==> config.mk <==
export PLATFORM = sky130hd
export DESIGN_NAME = bgm_battery_gauge
export DESIGN_NICKNAME = d
export VERILOG_FILES = /design/src/hw/bgm_pkg.sv /design/src/hw/bgm_battery_gauge.sv
export VERILOG_INCLUDE_DIRS = /design/src /design/src/hw
export SDC_FILE = /design/constraint.sdc
export NUM_CORES = 1
export LEC_CHECK = 0
export BUFFER_PORTS_ARGS = -buffer_cell sky130_fd_sc_hd__buf_4
export CAP_MARGIN = 0
export CORE_ASPECT_RATIO = 1.25
export CORE_UTILIZATION = 30
export CTS_CLUSTER_SIZE = 12
export DETAILED_ROUTE_END_ITERATION = 16
export PLACE_DENSITY_LB_ADDON = 0.3
export SLEW_MARGIN = 20
export SYNTH_ARGS = -nofsm -noshare
export SYNTH_HDL_FRONTEND = slang
export SYNTH_SLANG_ARGS = --single-unit
export TNS_END_PERCENT = 5
==> constraint.sdc <==
create_clock -name clock_in -period 3.23 [get_ports clock_in]
set_clock_uncertainty 0.05 [all_clocks]
set_input_delay 0.4845 -clock clock_in [delete_from_list [all_inputs] [get_ports clock_in]]
set_output_delay 0.4845 -clock clock_in [all_outputs]
set_load 0.03 [all_outputs]
==> src/hw/bgm_regs.svh <==
`ifndef BGM_REGS_SVH
`define BGM_REGS_SVH

// Register byte offsets on the register port
`define BGM_REG_GAUGE_CTRL   8'h00
`define BGM_REG_GRES_LO      8'h01
`define BGM_REG_GRES_HI      8'h02
`define BGM_REG_CHG_B0       8'h03
`define BGM_REG_CHG_B1       8'h04
`define BGM_REG_CHG_B2       8'h05
`define BGM_REG_DCH_B0       8'h06
`define BGM_REG_DCH_B1       8'h07
`define BGM_REG_DCH_B2       8'h08
`define BGM_REG_CNT_LO       8'h09
`define BGM_REG_CNT_HI       8'h0a
`define BGM_REG_VADC_CTRL    8'h10
`define BGM_REG_VRES_LO      8'h11
`define BGM_REG_VRES_HI      8'h12

// Gauge control field positions
`define BGM_GC_ENABLE        0
`define BGM_GC_CAL           1
`define BGM_GC_RDREQ         2
`define BGM_GC_CLR_CHG       3
`define BGM_GC_CLR_DCH       4
`define BGM_GC_CLR_CNT       5
`define BGM_GC_ACTIVE        6

// Voltage ADC control field positions
`define BGM_VC_POWER         0
`define BGM_VC_RES12         1
`define BGM_VC_CAL           2
`define BGM_VC_START         3
`define BGM_VC_READY         4
`define BGM_VC_RUN           5

// Reset values
`define BGM_GAUGE_CTRL_RST   8'h00
`define BGM_VADC_CTRL_RST    8'h00

// Timing; the cycle counts are in slow clock periods
`define BGM_RTC_HZ           32768
`define BGM_GAUGE_CONV_MS    250
`define BGM_GAUGE_CONV_CYCLES (`BGM_GAUGE_CONV_MS * `BGM_RTC_HZ / 1000)
`define BGM_VMON7_CYCLES     256
`define BGM_VMON12_CYCLES    8192
`define BGM_VMON_WARM_CYCLES 4

`endif

==> src/hw/bgm_pkg.sv <==
package bgm_pkg;

   // Gauge converter sequencing, one-hot
   typedef enum logic [1:0] {
      BGM_G_IDLE = 2'b01,
      BGM_G_CONV = 2'b10
   } bgm_gstate_e;

   // Voltage monitor sequencing, one-hot
   typedef enum logic [3:0] {
      BGM_V_OFF   = 4'b0001,
      BGM_V_WARM  = 4'b0010,
      BGM_V_READY = 4'b0100,
      BGM_V_RUN   = 4'b1000
   } bgm_vstate_e;

endpackage

==> src/hw/bgm_battery_gauge.sv <==
`timescale 1ns/1ps
`default_nettype none
`include "bgm_regs.svh"

// Function
// - Signed result adds to charge or discharge
// - Count every completed gauge conversion
// - Last gauge result readable, two's complement
// - Read request snapshots accumulators within eight ticks
// - Read request clears itself after transfer
// - Clear bits zero their value, self-clear
// - Clear with read request happens after transfer
// - Gauge calibration shorts converter inputs
// - Gauge conversion spans 8192 slow ticks
// - Gauge disabled by reset, enable resets 0
// - Standby low aborts conversion at once
// - Enable cleared finishes current conversion first
// - Power bit switches voltage monitor on/off
// - Resolution bit picks 7 or 12 bits
// - Ready bit set once converter usable
// - Start bit launches one conversion, self-clears
// - Running high during conversion, result valid after
// - Voltage calibration grounds converter input
// - Voltage conversion 256 or 8192 ticks
// - Voltage monitor disabled by reset
module bgm_battery_gauge #(
   parameter int unsigned GAUGE_CONV_CYCLES = `BGM_GAUGE_CONV_CYCLES,
   parameter int unsigned VMON12_CYCLES     = `BGM_VMON12_CYCLES,
   parameter int unsigned VMON7_CYCLES      = `BGM_VMON7_CYCLES,
   parameter int unsigned VMON_WARM_CYCLES  = `BGM_VMON_WARM_CYCLES
) (
   input  wire logic        clock_in,          // 10 MHz system clock
   input  wire logic        rst_n_in,          // Power-on reset, async
   input  wire logic        rtc_clk_in,        // 32.768 kHz slow clock pin
   input  wire logic        ext_reset_n_in,    // External reset pin
   input  wire logic        standby_n_in,      // Standby pin
   input  wire logic [12:0] gauge_adc_in,      // Gauge converter output
   input  wire logic [11:0] vmon_adc_in,       // Voltage converter output
   input  wire logic        reg_wr_in,         // Register write strobe
   input  wire logic        reg_rd_in,         // Register read strobe
   input  wire logic [7:0]  reg_addr_in,       // Register byte address
   input  wire logic [7:0]  reg_wdata_in,      // Register write data
   output logic      [7:0]  reg_rdata_out,     // Register read data
   output logic             gauge_adc_on_out,  // Gauge converter running
   output logic             gauge_short_out,   // Gauge inputs shorted
   output logic             vmon_adc_on_out,   // Voltage converter powered
   output logic             vmon_ground_out,   // Voltage input grounded
   output logic             vmon_res12_out     // Voltage converter 12-bit mode
);

   // Magnitude of a signed gauge sample, widened for the accumulators
   function automatic logic [23:0] bgm_mag(input logic [12:0] s);
      logic [12:0] m;
      m = s[12] ? (~s + 13'h0001) : s;
      return {11'h000, m};
   endfunction

   // Synchronisers; stage 1 is read only by stage 2
   logic [27:0] sync1_q, sync2_q;               // Slow clock, external reset, standby, converters
   logic        rtc_s2_q, rtc_s3_q, xrst_s2_q, stb_s2_q;
   logic [12:0] gadc_s2_q;                      // Gauge word, second stage
   logic [11:0] vadc_s2_q;                      // Voltage word, second stage
   logic        rtc_tick;                       // One cycle per slow rising edge

   // Two stages per pin; reset low, so a slow clock high at reset release shows one edge
   always_ff @(posedge clock_in or negedge rst_n_in) begin
      if (!rst_n_in) begin
         sync1_q  <= 28'h0000000;
         sync2_q  <= 28'h0000000;
         rtc_s3_q <= 1'b0;
      end else begin
         sync1_q  <= {rtc_clk_in, ext_reset_n_in, standby_n_in, gauge_adc_in, vmon_adc_in};
         sync2_q  <= sync1_q;
         rtc_s3_q <= rtc_s2_q;
      end
   end

   assign {rtc_s2_q, xrst_s2_q, stb_s2_q, gadc_s2_q, vadc_s2_q} = sync2_q;
   assign rtc_tick = rtc_s2_q & ~rtc_s3_q;

   // Gauge state
   bgm_pkg::bgm_gstate_e g_state_q, g_state_d;
   logic [13:0] g_cnt_q, g_cnt_d;               // Slow ticks into conversion
   logic [12:0] g_res_q, g_res_d;               // Last conversion result
   logic [23:0] chg_q, chg_d, dch_q, dch_d;     // Live accumulators
   logic [11:0] cnt_q, cnt_d;                   // Live conversion counter
   logic [23:0] chg_snap_q, chg_snap_d;         // Host-visible copies
   logic [23:0] dch_snap_q, dch_snap_d;
   logic [11:0] cnt_snap_q, cnt_snap_d;
   logic        g_en_q, g_en_d, g_cal_q, g_cal_d;
   logic        rdreq_q, rdreq_d;
   logic        clr_chg_q, clr_chg_d, clr_dch_q, clr_dch_d, clr_cnt_q, clr_cnt_d;
   logic        g_on_q, g_on_d;
   logic        wr_gc, xfer, clr_ok;

   // Gauge next state
   always_comb begin
      g_state_d  = g_state_q;
      g_cnt_d    = g_cnt_q;
      g_res_d    = g_res_q;
      {chg_d, dch_d, cnt_d} = {chg_q, dch_q, cnt_q};
      {chg_snap_d, dch_snap_d, cnt_snap_d} = {chg_snap_q, dch_snap_q, cnt_snap_q};
      {g_en_d, g_cal_d, rdreq_d} = {g_en_q, g_cal_q, rdreq_q};
      {clr_chg_d, clr_dch_d, clr_cnt_d} = {clr_chg_q, clr_dch_q, clr_cnt_q};
      wr_gc      = reg_wr_in && (reg_addr_in == `BGM_REG_GAUGE_CTRL);
      // Transfer lands on the first slow tick, well inside eight ticks
      xfer       = rdreq_q && rtc_tick;
      clr_ok     = !rdreq_q || xfer;
      case (g_state_q)
         bgm_pkg::BGM_G_IDLE: begin
            if (g_en_q && stb_s2_q) begin
               g_state_d = bgm_pkg::BGM_G_CONV;
               g_cnt_d   = 14'h0000;
            end
         end
         bgm_pkg::BGM_G_CONV: begin
            if (!stb_s2_q) begin
               // Standby drops the conversion mid-way, no result kept
               g_state_d = bgm_pkg::BGM_G_IDLE;
               g_cnt_d   = 14'h0000;
            end else if (rtc_tick) begin
               if (g_cnt_q == 14'(GAUGE_CONV_CYCLES - 1)) begin
                  g_cnt_d = 14'h0000;
                  g_res_d = gadc_s2_q;
                  if (gadc_s2_q[12]) begin
                     dch_d = dch_q + bgm_mag(gadc_s2_q);
                  end else begin
                     chg_d = chg_q + bgm_mag(gadc_s2_q);
                  end
                  cnt_d = cnt_q + 12'h001;
                  if (!g_en_q) begin
                     g_state_d = bgm_pkg::BGM_G_IDLE;
                  end
               end else begin
                  g_cnt_d = g_cnt_q + 14'h0001;
               end
            end
         end
         default: begin
            g_state_d = bgm_pkg::BGM_G_IDLE;
         end
      endcase
      // Snapshot takes pre-update values so a clear never hides them
      if (xfer) begin
         chg_snap_d = chg_q;
         dch_snap_d = dch_q;
         cnt_snap_d = cnt_q;
         rdreq_d    = 1'b0;
      end
      // Pending clears wait for the transfer when one is requested
      if (clr_ok && clr_chg_q) begin
         chg_d     = 24'h000000;
         clr_chg_d = 1'b0;
      end
      if (clr_ok && clr_dch_q) begin
         dch_d     = 24'h000000;
         clr_dch_d = 1'b0;
      end
      if (clr_ok && clr_cnt_q) begin
         cnt_d     = 12'h000;
         clr_cnt_d = 1'b0;
      end
      // Host writes; set wins over a same-cycle self-clear
      if (wr_gc) begin
         g_en_d  = reg_wdata_in[`BGM_GC_ENABLE];
         g_cal_d = reg_wdata_in[`BGM_GC_CAL];
         // Writing 0 never cancels a pending request or clear
         rdreq_d   = rdreq_d | reg_wdata_in[`BGM_GC_RDREQ];
         clr_chg_d = clr_chg_d | reg_wdata_in[`BGM_GC_CLR_CHG];
         clr_dch_d = clr_dch_d | reg_wdata_in[`BGM_GC_CLR_DCH];
         clr_cnt_d = clr_cnt_d | reg_wdata_in[`BGM_GC_CLR_CNT];
      end
      // External reset pin holds the gauge off
      if (!xrst_s2_q) begin
         g_state_d = bgm_pkg::BGM_G_IDLE;
         g_cnt_d   = 14'h0000;
         {g_en_d, g_cal_d, rdreq_d, clr_chg_d, clr_dch_d, clr_cnt_d} = 6'h00;
      end
      g_on_d = (g_state_d == bgm_pkg::BGM_G_CONV);
   end

   // Gauge registers
   always_ff @(posedge clock_in or negedge rst_n_in) begin
      if (!rst_n_in) begin
         g_state_q <= bgm_pkg::BGM_G_IDLE;
         g_cnt_q   <= 14'h0000;
         g_res_q   <= 13'h0000;
         {chg_q, dch_q, cnt_q} <= 60'h0;
         {chg_snap_q, dch_snap_q, cnt_snap_q} <= 60'h0;
         g_en_q    <= 1'(`BGM_GAUGE_CTRL_RST >> `BGM_GC_ENABLE);
         {g_cal_q, rdreq_q, clr_chg_q, clr_dch_q, clr_cnt_q, g_on_q} <= 6'h00;
      end else begin
         g_state_q <= g_state_d;
         g_cnt_q   <= g_cnt_d;
         g_res_q   <= g_res_d;
         {chg_q, dch_q, cnt_q} <= {chg_d, dch_d, cnt_d};
         {chg_snap_q, dch_snap_q, cnt_snap_q} <= {chg_snap_d, dch_snap_d, cnt_snap_d};
         {g_en_q, g_cal_q, rdreq_q} <= {g_en_d, g_cal_d, rdreq_d};
         {clr_chg_q, clr_dch_q, clr_cnt_q, g_on_q} <= {clr_chg_d, clr_dch_d, clr_cnt_d, g_on_d};
      end
   end

   // Voltage monitor state
   bgm_pkg::bgm_vstate_e v_state_q, v_state_d;
   logic [13:0] v_cnt_q, v_cnt_d;               // Slow ticks in warm-up or conversion
   logic        v_pwr_q, v_pwr_d, v_res_q, v_res_d, v_cal_q, v_cal_d;
   logic [11:0] v_data_q, v_data_d;             // Last voltage result
   logic        v_on_q, v_on_d;
   logic        wr_vc;
   logic [13:0] v_last;

   // Voltage monitor next state
   always_comb begin
      v_state_d = v_state_q;
      v_cnt_d   = v_cnt_q;
      {v_pwr_d, v_res_d, v_cal_d} = {v_pwr_q, v_res_q, v_cal_q};
      v_data_d  = v_data_q;
      wr_vc     = reg_wr_in && (reg_addr_in == `BGM_REG_VADC_CTRL);
      v_last    = v_res_q ? 14'(VMON12_CYCLES - 1) : 14'(VMON7_CYCLES - 1);
      case (v_state_q)
         bgm_pkg::BGM_V_OFF: begin
            if (v_pwr_q) begin
               v_state_d = bgm_pkg::BGM_V_WARM;
               v_cnt_d   = 14'h0000;
            end
         end
         bgm_pkg::BGM_V_WARM: begin
            if (rtc_tick) begin
               if (v_cnt_q == 14'(VMON_WARM_CYCLES - 1)) begin
                  v_state_d = bgm_pkg::BGM_V_READY;
               end else begin
                  v_cnt_d = v_cnt_q + 14'h0001;
               end
            end
         end
         bgm_pkg::BGM_V_READY: begin
            // Start is a write pulse; it is never stored so it reads 0
            if (wr_vc && reg_wdata_in[`BGM_VC_START]) begin
               v_state_d = bgm_pkg::BGM_V_RUN;
               v_cnt_d   = 14'h0000;
            end
         end
         bgm_pkg::BGM_V_RUN: begin
            if (rtc_tick) begin
               if (v_cnt_q == v_last) begin
                  // Result lands together with the fall of running
                  v_state_d = bgm_pkg::BGM_V_READY;
                  v_data_d  = v_res_q ? vadc_s2_q : {5'h00, vadc_s2_q[11:5]};
               end else begin
                  v_cnt_d = v_cnt_q + 14'h0001;
               end
            end
         end
         default: begin
            v_state_d = bgm_pkg::BGM_V_OFF;
         end
      endcase
      if (!v_pwr_q) begin
         v_state_d = bgm_pkg::BGM_V_OFF;
      end
      if (wr_vc) begin
         v_pwr_d = reg_wdata_in[`BGM_VC_POWER];
         v_res_d = reg_wdata_in[`BGM_VC_RES12];
         v_cal_d = reg_wdata_in[`BGM_VC_CAL];
      end
      if (!xrst_s2_q) begin
         v_state_d = bgm_pkg::BGM_V_OFF;
         v_pwr_d   = 1'b0;
         v_cal_d   = 1'b0;
      end
      v_on_d = (v_state_d != bgm_pkg::BGM_V_OFF);
   end

   // Voltage monitor registers
   always_ff @(posedge clock_in or negedge rst_n_in) begin
      if (!rst_n_in) begin
         v_state_q <= bgm_pkg::BGM_V_OFF;
         v_cnt_q   <= 14'h0000;
         {v_pwr_q, v_res_q, v_cal_q} <= 3'h0;
         v_data_q  <= 12'h000;
         v_on_q    <= 1'b0;
      end else begin
         v_state_q <= v_state_d;
         v_cnt_q   <= v_cnt_d;
         {v_pwr_q, v_res_q, v_cal_q} <= {v_pwr_d, v_res_d, v_cal_d};
         v_data_q  <= v_data_d;
         v_on_q    <= v_on_d;
      end
   end

   // Read data, registered on the read strobe and held otherwise
   logic [7:0] rdata_d;                         // Next read data

   always_comb begin
      rdata_d = reg_rdata_out;
      if (reg_rd_in) begin
         if (reg_addr_in == `BGM_REG_GAUGE_CTRL) rdata_d = {1'b0, g_on_q, clr_cnt_q, clr_dch_q,
            clr_chg_q, rdreq_q, g_cal_q, g_en_q};
         else if (reg_addr_in == `BGM_REG_GRES_LO) rdata_d = g_res_q[7:0];
         else if (reg_addr_in == `BGM_REG_GRES_HI) begin
            rdata_d = {{3{g_res_q[12]}}, g_res_q[12:8]};
         end else if (reg_addr_in == `BGM_REG_CHG_B0) rdata_d = chg_snap_q[7:0];
         else if (reg_addr_in == `BGM_REG_CHG_B1) rdata_d = chg_snap_q[15:8];
         else if (reg_addr_in == `BGM_REG_CHG_B2) rdata_d = chg_snap_q[23:16];
         else if (reg_addr_in == `BGM_REG_DCH_B0) rdata_d = dch_snap_q[7:0];
         else if (reg_addr_in == `BGM_REG_DCH_B1) rdata_d = dch_snap_q[15:8];
         else if (reg_addr_in == `BGM_REG_DCH_B2) rdata_d = dch_snap_q[23:16];
         else if (reg_addr_in == `BGM_REG_CNT_LO) rdata_d = cnt_snap_q[7:0];
         else if (reg_addr_in == `BGM_REG_CNT_HI) rdata_d = {4'h0, cnt_snap_q[11:8]};
         else if (reg_addr_in == `BGM_REG_VADC_CTRL) rdata_d = {2'b00,
            v_state_q == bgm_pkg::BGM_V_RUN,
            v_state_q == bgm_pkg::BGM_V_READY || v_state_q == bgm_pkg::BGM_V_RUN,
            1'b0, v_cal_q, v_res_q, v_pwr_q};
         else if (reg_addr_in == `BGM_REG_VRES_LO) rdata_d = v_data_q[7:0];
         else if (reg_addr_in == `BGM_REG_VRES_HI) rdata_d = {4'h0, v_data_q[11:8]};
         else rdata_d = 8'h00;                  // Unmapped places read zero
      end
   end

   // Read data register, driving the port straight from the flop
   always_ff @(posedge clock_in or negedge rst_n_in) begin
      if (!rst_n_in) begin
         reg_rdata_out <= 8'h00;
      end else begin
         reg_rdata_out <= rdata_d;
      end
   end

   assign gauge_adc_on_out = g_on_q;
   assign gauge_short_out  = g_cal_q;
   assign vmon_adc_on_out  = v_on_q;
   assign vmon_ground_out  = v_cal_q;
   assign vmon_res12_out   = v_res_q;

endmodule

`default_nettype wire

==> summary.txt <==
Outcome
  – Status: finished, violations left
  – Failing checks: negative setup slack

Detailed routing
  – ANT nets after route: 0
  – Initial DRC count: 756
  – 1st-pass router iterations: 5
  – WL/cell: 18.0 um
  – Routed wire length: 36400 um
  – Routed via count: 10546
  – Via density: 5.23
  – DR DRC count: 0

Clock network
  – TritonCTS clock tree: built
  – Clock-pin slew on the worst setup and hold paths: 0.06 ns
  – Clock Path Buffers: 3
  – CTS H-tree depth: 1
  – Root buf cell: clkbuf_16
  – TritonCTS Buffers: 29
  – # clock sinks: 255
  – Clk_lat worst skew: 0.56 ns

Logic synthesis
  – Synth warn: 0
  – Post-Syn Area per Cell: 10.0 um2
  – Post-synthesis adder-cell area fraction: 0.0364
  – Main flop type after synthesis: dfrtp_1
  – Syn Inst Count: 1274
  – Seq/Total Area, Yosys: 0.499
  – Async SR Flop Fraction: 1.00
  – EDFF count, synth: 0
  – Post-Syn Area: 12800 um2
  – Post-synth cell types: 76
  – Largest family of logic cells by synthesized area: simple AND/OR/NAND/NOR gates
  – Area share of xor/xnor cells in the synthesized design: 0.0267
  – Synth Area in Compound Gates: 0.158
  – Mux cell area share after synthesis: 0.0751
  – Register bit count reported by yosys: 255
  – Simple-gate portion of the synthesized area: 0.176
  – Net count after synthesis: 1358

Finish
  – Multi-input gate area: 6440 um2
  – FILL cells: 4217
  – Fin nets: 1521
  – Register area: 6380 um2
  – Commonest non-fill, non-tap cell in the layout: dfrtp_1
  – Share of cells above drive strength 1: 0.230
  – Final core utilization: 0.384
  – Diode count: 0
  – Most frequent cells in the layout: 253 x dfrtp_1, 154 x nand2_1, 154 x buf_4, 89 x o21ai_0, 76 x nor2_1
  – Area delta synth->final: 26.1%

Critical path
  – R2R setup slack: -0.12 ns
  – Crit path kind: flip-flop to flip-flop
  – Critical-path cell list: or4_4, or4_4, buf_6, o21ai_4, xnor2_2, ha_4, and3_4, nand3_4, buf_4, a21o_2, o31ai_2, a21oi_2
  – CP max FO: 5
  – R2r startpoint: sync2_q[16]
  – Crit path DAT: 3.74 ns
  – Critical Path RT: 3.61 ns
  – CP Capture Type: flip-flop
  – Slowest cell on crit path: or4_4
  – CP most frequent cell: or4_4
  – WP buf/inv: 2
  – Critical path depth in cells: 12
  – Crit-path max cell delay: 0.56 ns
  – Crit path max-delay family: simple AND/OR/NAND/NOR gates
  – Worst reg2reg path endpoint: dch_q[21]
  – Reg2reg path depth: 12
  – Startpoint Class: flip-flop

STA
  – Slew @ Worst Pin: 1.08 ns
  – Final setup vio count: 23
  – Setup TNS: -1.17 ns
  – Max-slew violation count: 0
  – Crit share post-route: 1.04
  – Slew margin rel.: 0.276
  – Fin. Hold Viols: 0
  – PnR worst setup slack: -0.122 ns
  – Fmax achieved: 0.298 GHz
  – Min Clock Period, post-route: 3.35 ns
  – RSZ-0062 raised after global routing: true

GRT
  – All-Layer GR Usage: 0.166
  – Antenna violations before repair: 0
  – Pin count of the biggest net entering global routing: 72
  – First-pass GRT wire length: 57500 um
  – Overflow after GRT: 0
  – Vias in the first global route: 10325

Min path
  – Worst hold start: reg_wdata_in[1]
  – Hold Path Class: input pin to flip-flop
  – Hold-critical path endpoint: vmon_res12_out
  – Hold Path Stages: 2

Pwr
  – Logic pwr share: 0.075
  – Internal power: 5.35 mW
  – Leak pwr: 7.15 nW
  – NetSw: 1.66 mW
  – Clock share of power: 0.457
  – Sw frac: 0.237
  – Max IR drop VDD: 0.358 mV
  – Final Total Pwr: 7.01 mW
  – Flop pwr share: 0.467
  – P per Cell Area: 435 nW/um2

Place
  – Pre-CTS WS: -0.302 ns
  – Post-DP HPWL: 26100 um
  – PortBufs: 58
  – Gpl congestion: 0.916

Floorplan
  – Die area: 43400 um2
  – Die height: 233 um
  – IO Pins: 61
  – Core Area: 42000 um2
  – Starting density of the core: 0.304
  – Die width: 187 um
  – Row cnt: 84

Job
  – Number of max-cap violations: 0
## power by group through the flow
stage | combinational (mW) | clock, mW | sequential, mW
final | 0.528 | 3.21 | 3.28
after global routing | 0.579 | 3.41 | 3.28
after CTS | 0.518 | 3.29 | 3.28
after detailed placement | 0.469 | 0 | 3.33
after global placement | 0.463 | 0 | 3.33
after floorplan | 0.188 | 0 | 3.33
## stage by stage
stage / cells / hold WS (ns) / area [um2]
detailed placement: 1928 / 0.285 / 14500
global route: 2017 / 0.123 / 16100
global placement: 1928 / 0.283 / 14500
finish: 2017 / 0.136 / 16100
CTS: 2015 / 0.109 / 16000
floorplan: 1274 / 0.139 / 12800
## flip-flops by register name (all words and copies together) (netlist names), 2 cells and up
name           cells
chg_snap_q        24
v_cnt_q           14
reg_rdata_out      8
v_state_q          4
dch_q             24
cnt_snap_q        12
dch_snap_q        24
v_data_q          12
cnt_q             12
chg_q             24
g_state_q          2
sync1_q           28
g_cnt_q           14
g_res_q           13
sync2_q           28
## area by class of cell
class | instances | share of cell area
inverter | 32 | 0.00745
timing repair buffer | 191 | 0.0966
multi-input combinational | 928 | 0.400
clock inverter | 13 | 0.00784
clock buffer | 39 | 0.0492
tap | 559 | 0.0434
sequential | 255 | 0.396
## cell usage after synthesis, drive strengths merged, types with 4 or more instances
library cell    n  share of area
xnor2          28          0.019
nor3           22         0.0095
or3             6         0.0029
nand3b          4         0.0023
o22ai           5         0.0024
a21oi          72          0.028
mux2i          25          0.020
nor2b          18         0.0088
a21boi          7         0.0041
buf            11         0.0041
o211ai          8         0.0047
o21ai          99          0.039
a22oi           9         0.0053
and3           18         0.0088
o221ai          4         0.0027
nand3          35          0.014
a211o           4         0.0027
a31oi           9         0.0044
a21o           13         0.0076
ha             34          0.033
and2            9         0.0044
nor4           13         0.0064
a211oi         14         0.0082
nand2         157          0.046
o21a            4         0.0023
nand4          26          0.013
o41ai           9         0.0062
inv            31         0.0091
dfrtp         253           0.50
nor2           80          0.026
a32oi           7         0.0048
and4            6         0.0041
clkbuf         49          0.014
xor2           11         0.0075
o31ai          21          0.012
or4             9         0.0053
mux2           59          0.052
o311ai          5         0.0034
nand2b         36          0.018
## how the worst max path moves through the flow
| stage | startpoint | endpoint | slack, ns |
|---|---|---|---|
| final | sync2_q[16] | dch_q[21] | -0.12 |
| after global routing | sync2_q[16] | dch_q[19] | -0.23 |
| after CTS | sync2_q[17] | chg_q[17] | -0.20 |
| after detailed placement | sync2_q[18] | dch_q[21] | -0.30 |
| after global placement | sync2_q[18] | dch_q[19] | -0.25 |
| after floorplan | sync2_q[16] | dch_q[21] | -0.06 |
## worst register-to-register path: cells and delay by family (launching register included)
| kind | cells | cell delay [ns] |
|---|---|---|
| AO/OA/AOI/OAI | 4 | 0.73 |
| AND/OR/NAND/NOR | 4 | 1.33 |
| adder cells (fa/ha/maj) | 1 | 0.31 |
| buffers and inverters | 2 | 0.32 |
| XOR/XNOR | 1 | 0.11 |
| flip-flops | 1 | 0.38 |
## per-layer routing
layer  wire length (um)  vias to the layer above  track usage
met1              15900                     5210        0.215
met5                  0                        -            0
li1                   -                     4959            -
met2              17400                      301        0.282
met3               1710                       76       0.0231
met4               1300                        0       0.0625
## cell families (layout without fill, tap and decap cells)
kind of cell	after synthesis	in the layout
and+or+nand+nor	449	449
AOI/OAI and AO/OA	317	318
DFF	255	255
buffers and inverters	92	275
muxes	86	86
xor gates and xnor gates	39	39
adders and majority gates	36	36
## what timing repair did
action / CTS / global route
cloned: 1 / 0
hold buffers: 29 / 0
pin swaps: 38 / 17
setup buffers: 5 / 2
gates resized for setup: 49 / 26
hold endpoints to repair: 92 / 0
setup endpoints to repair: 23 / 28
No activity file was read; power rests on OpenSTA's default activity.
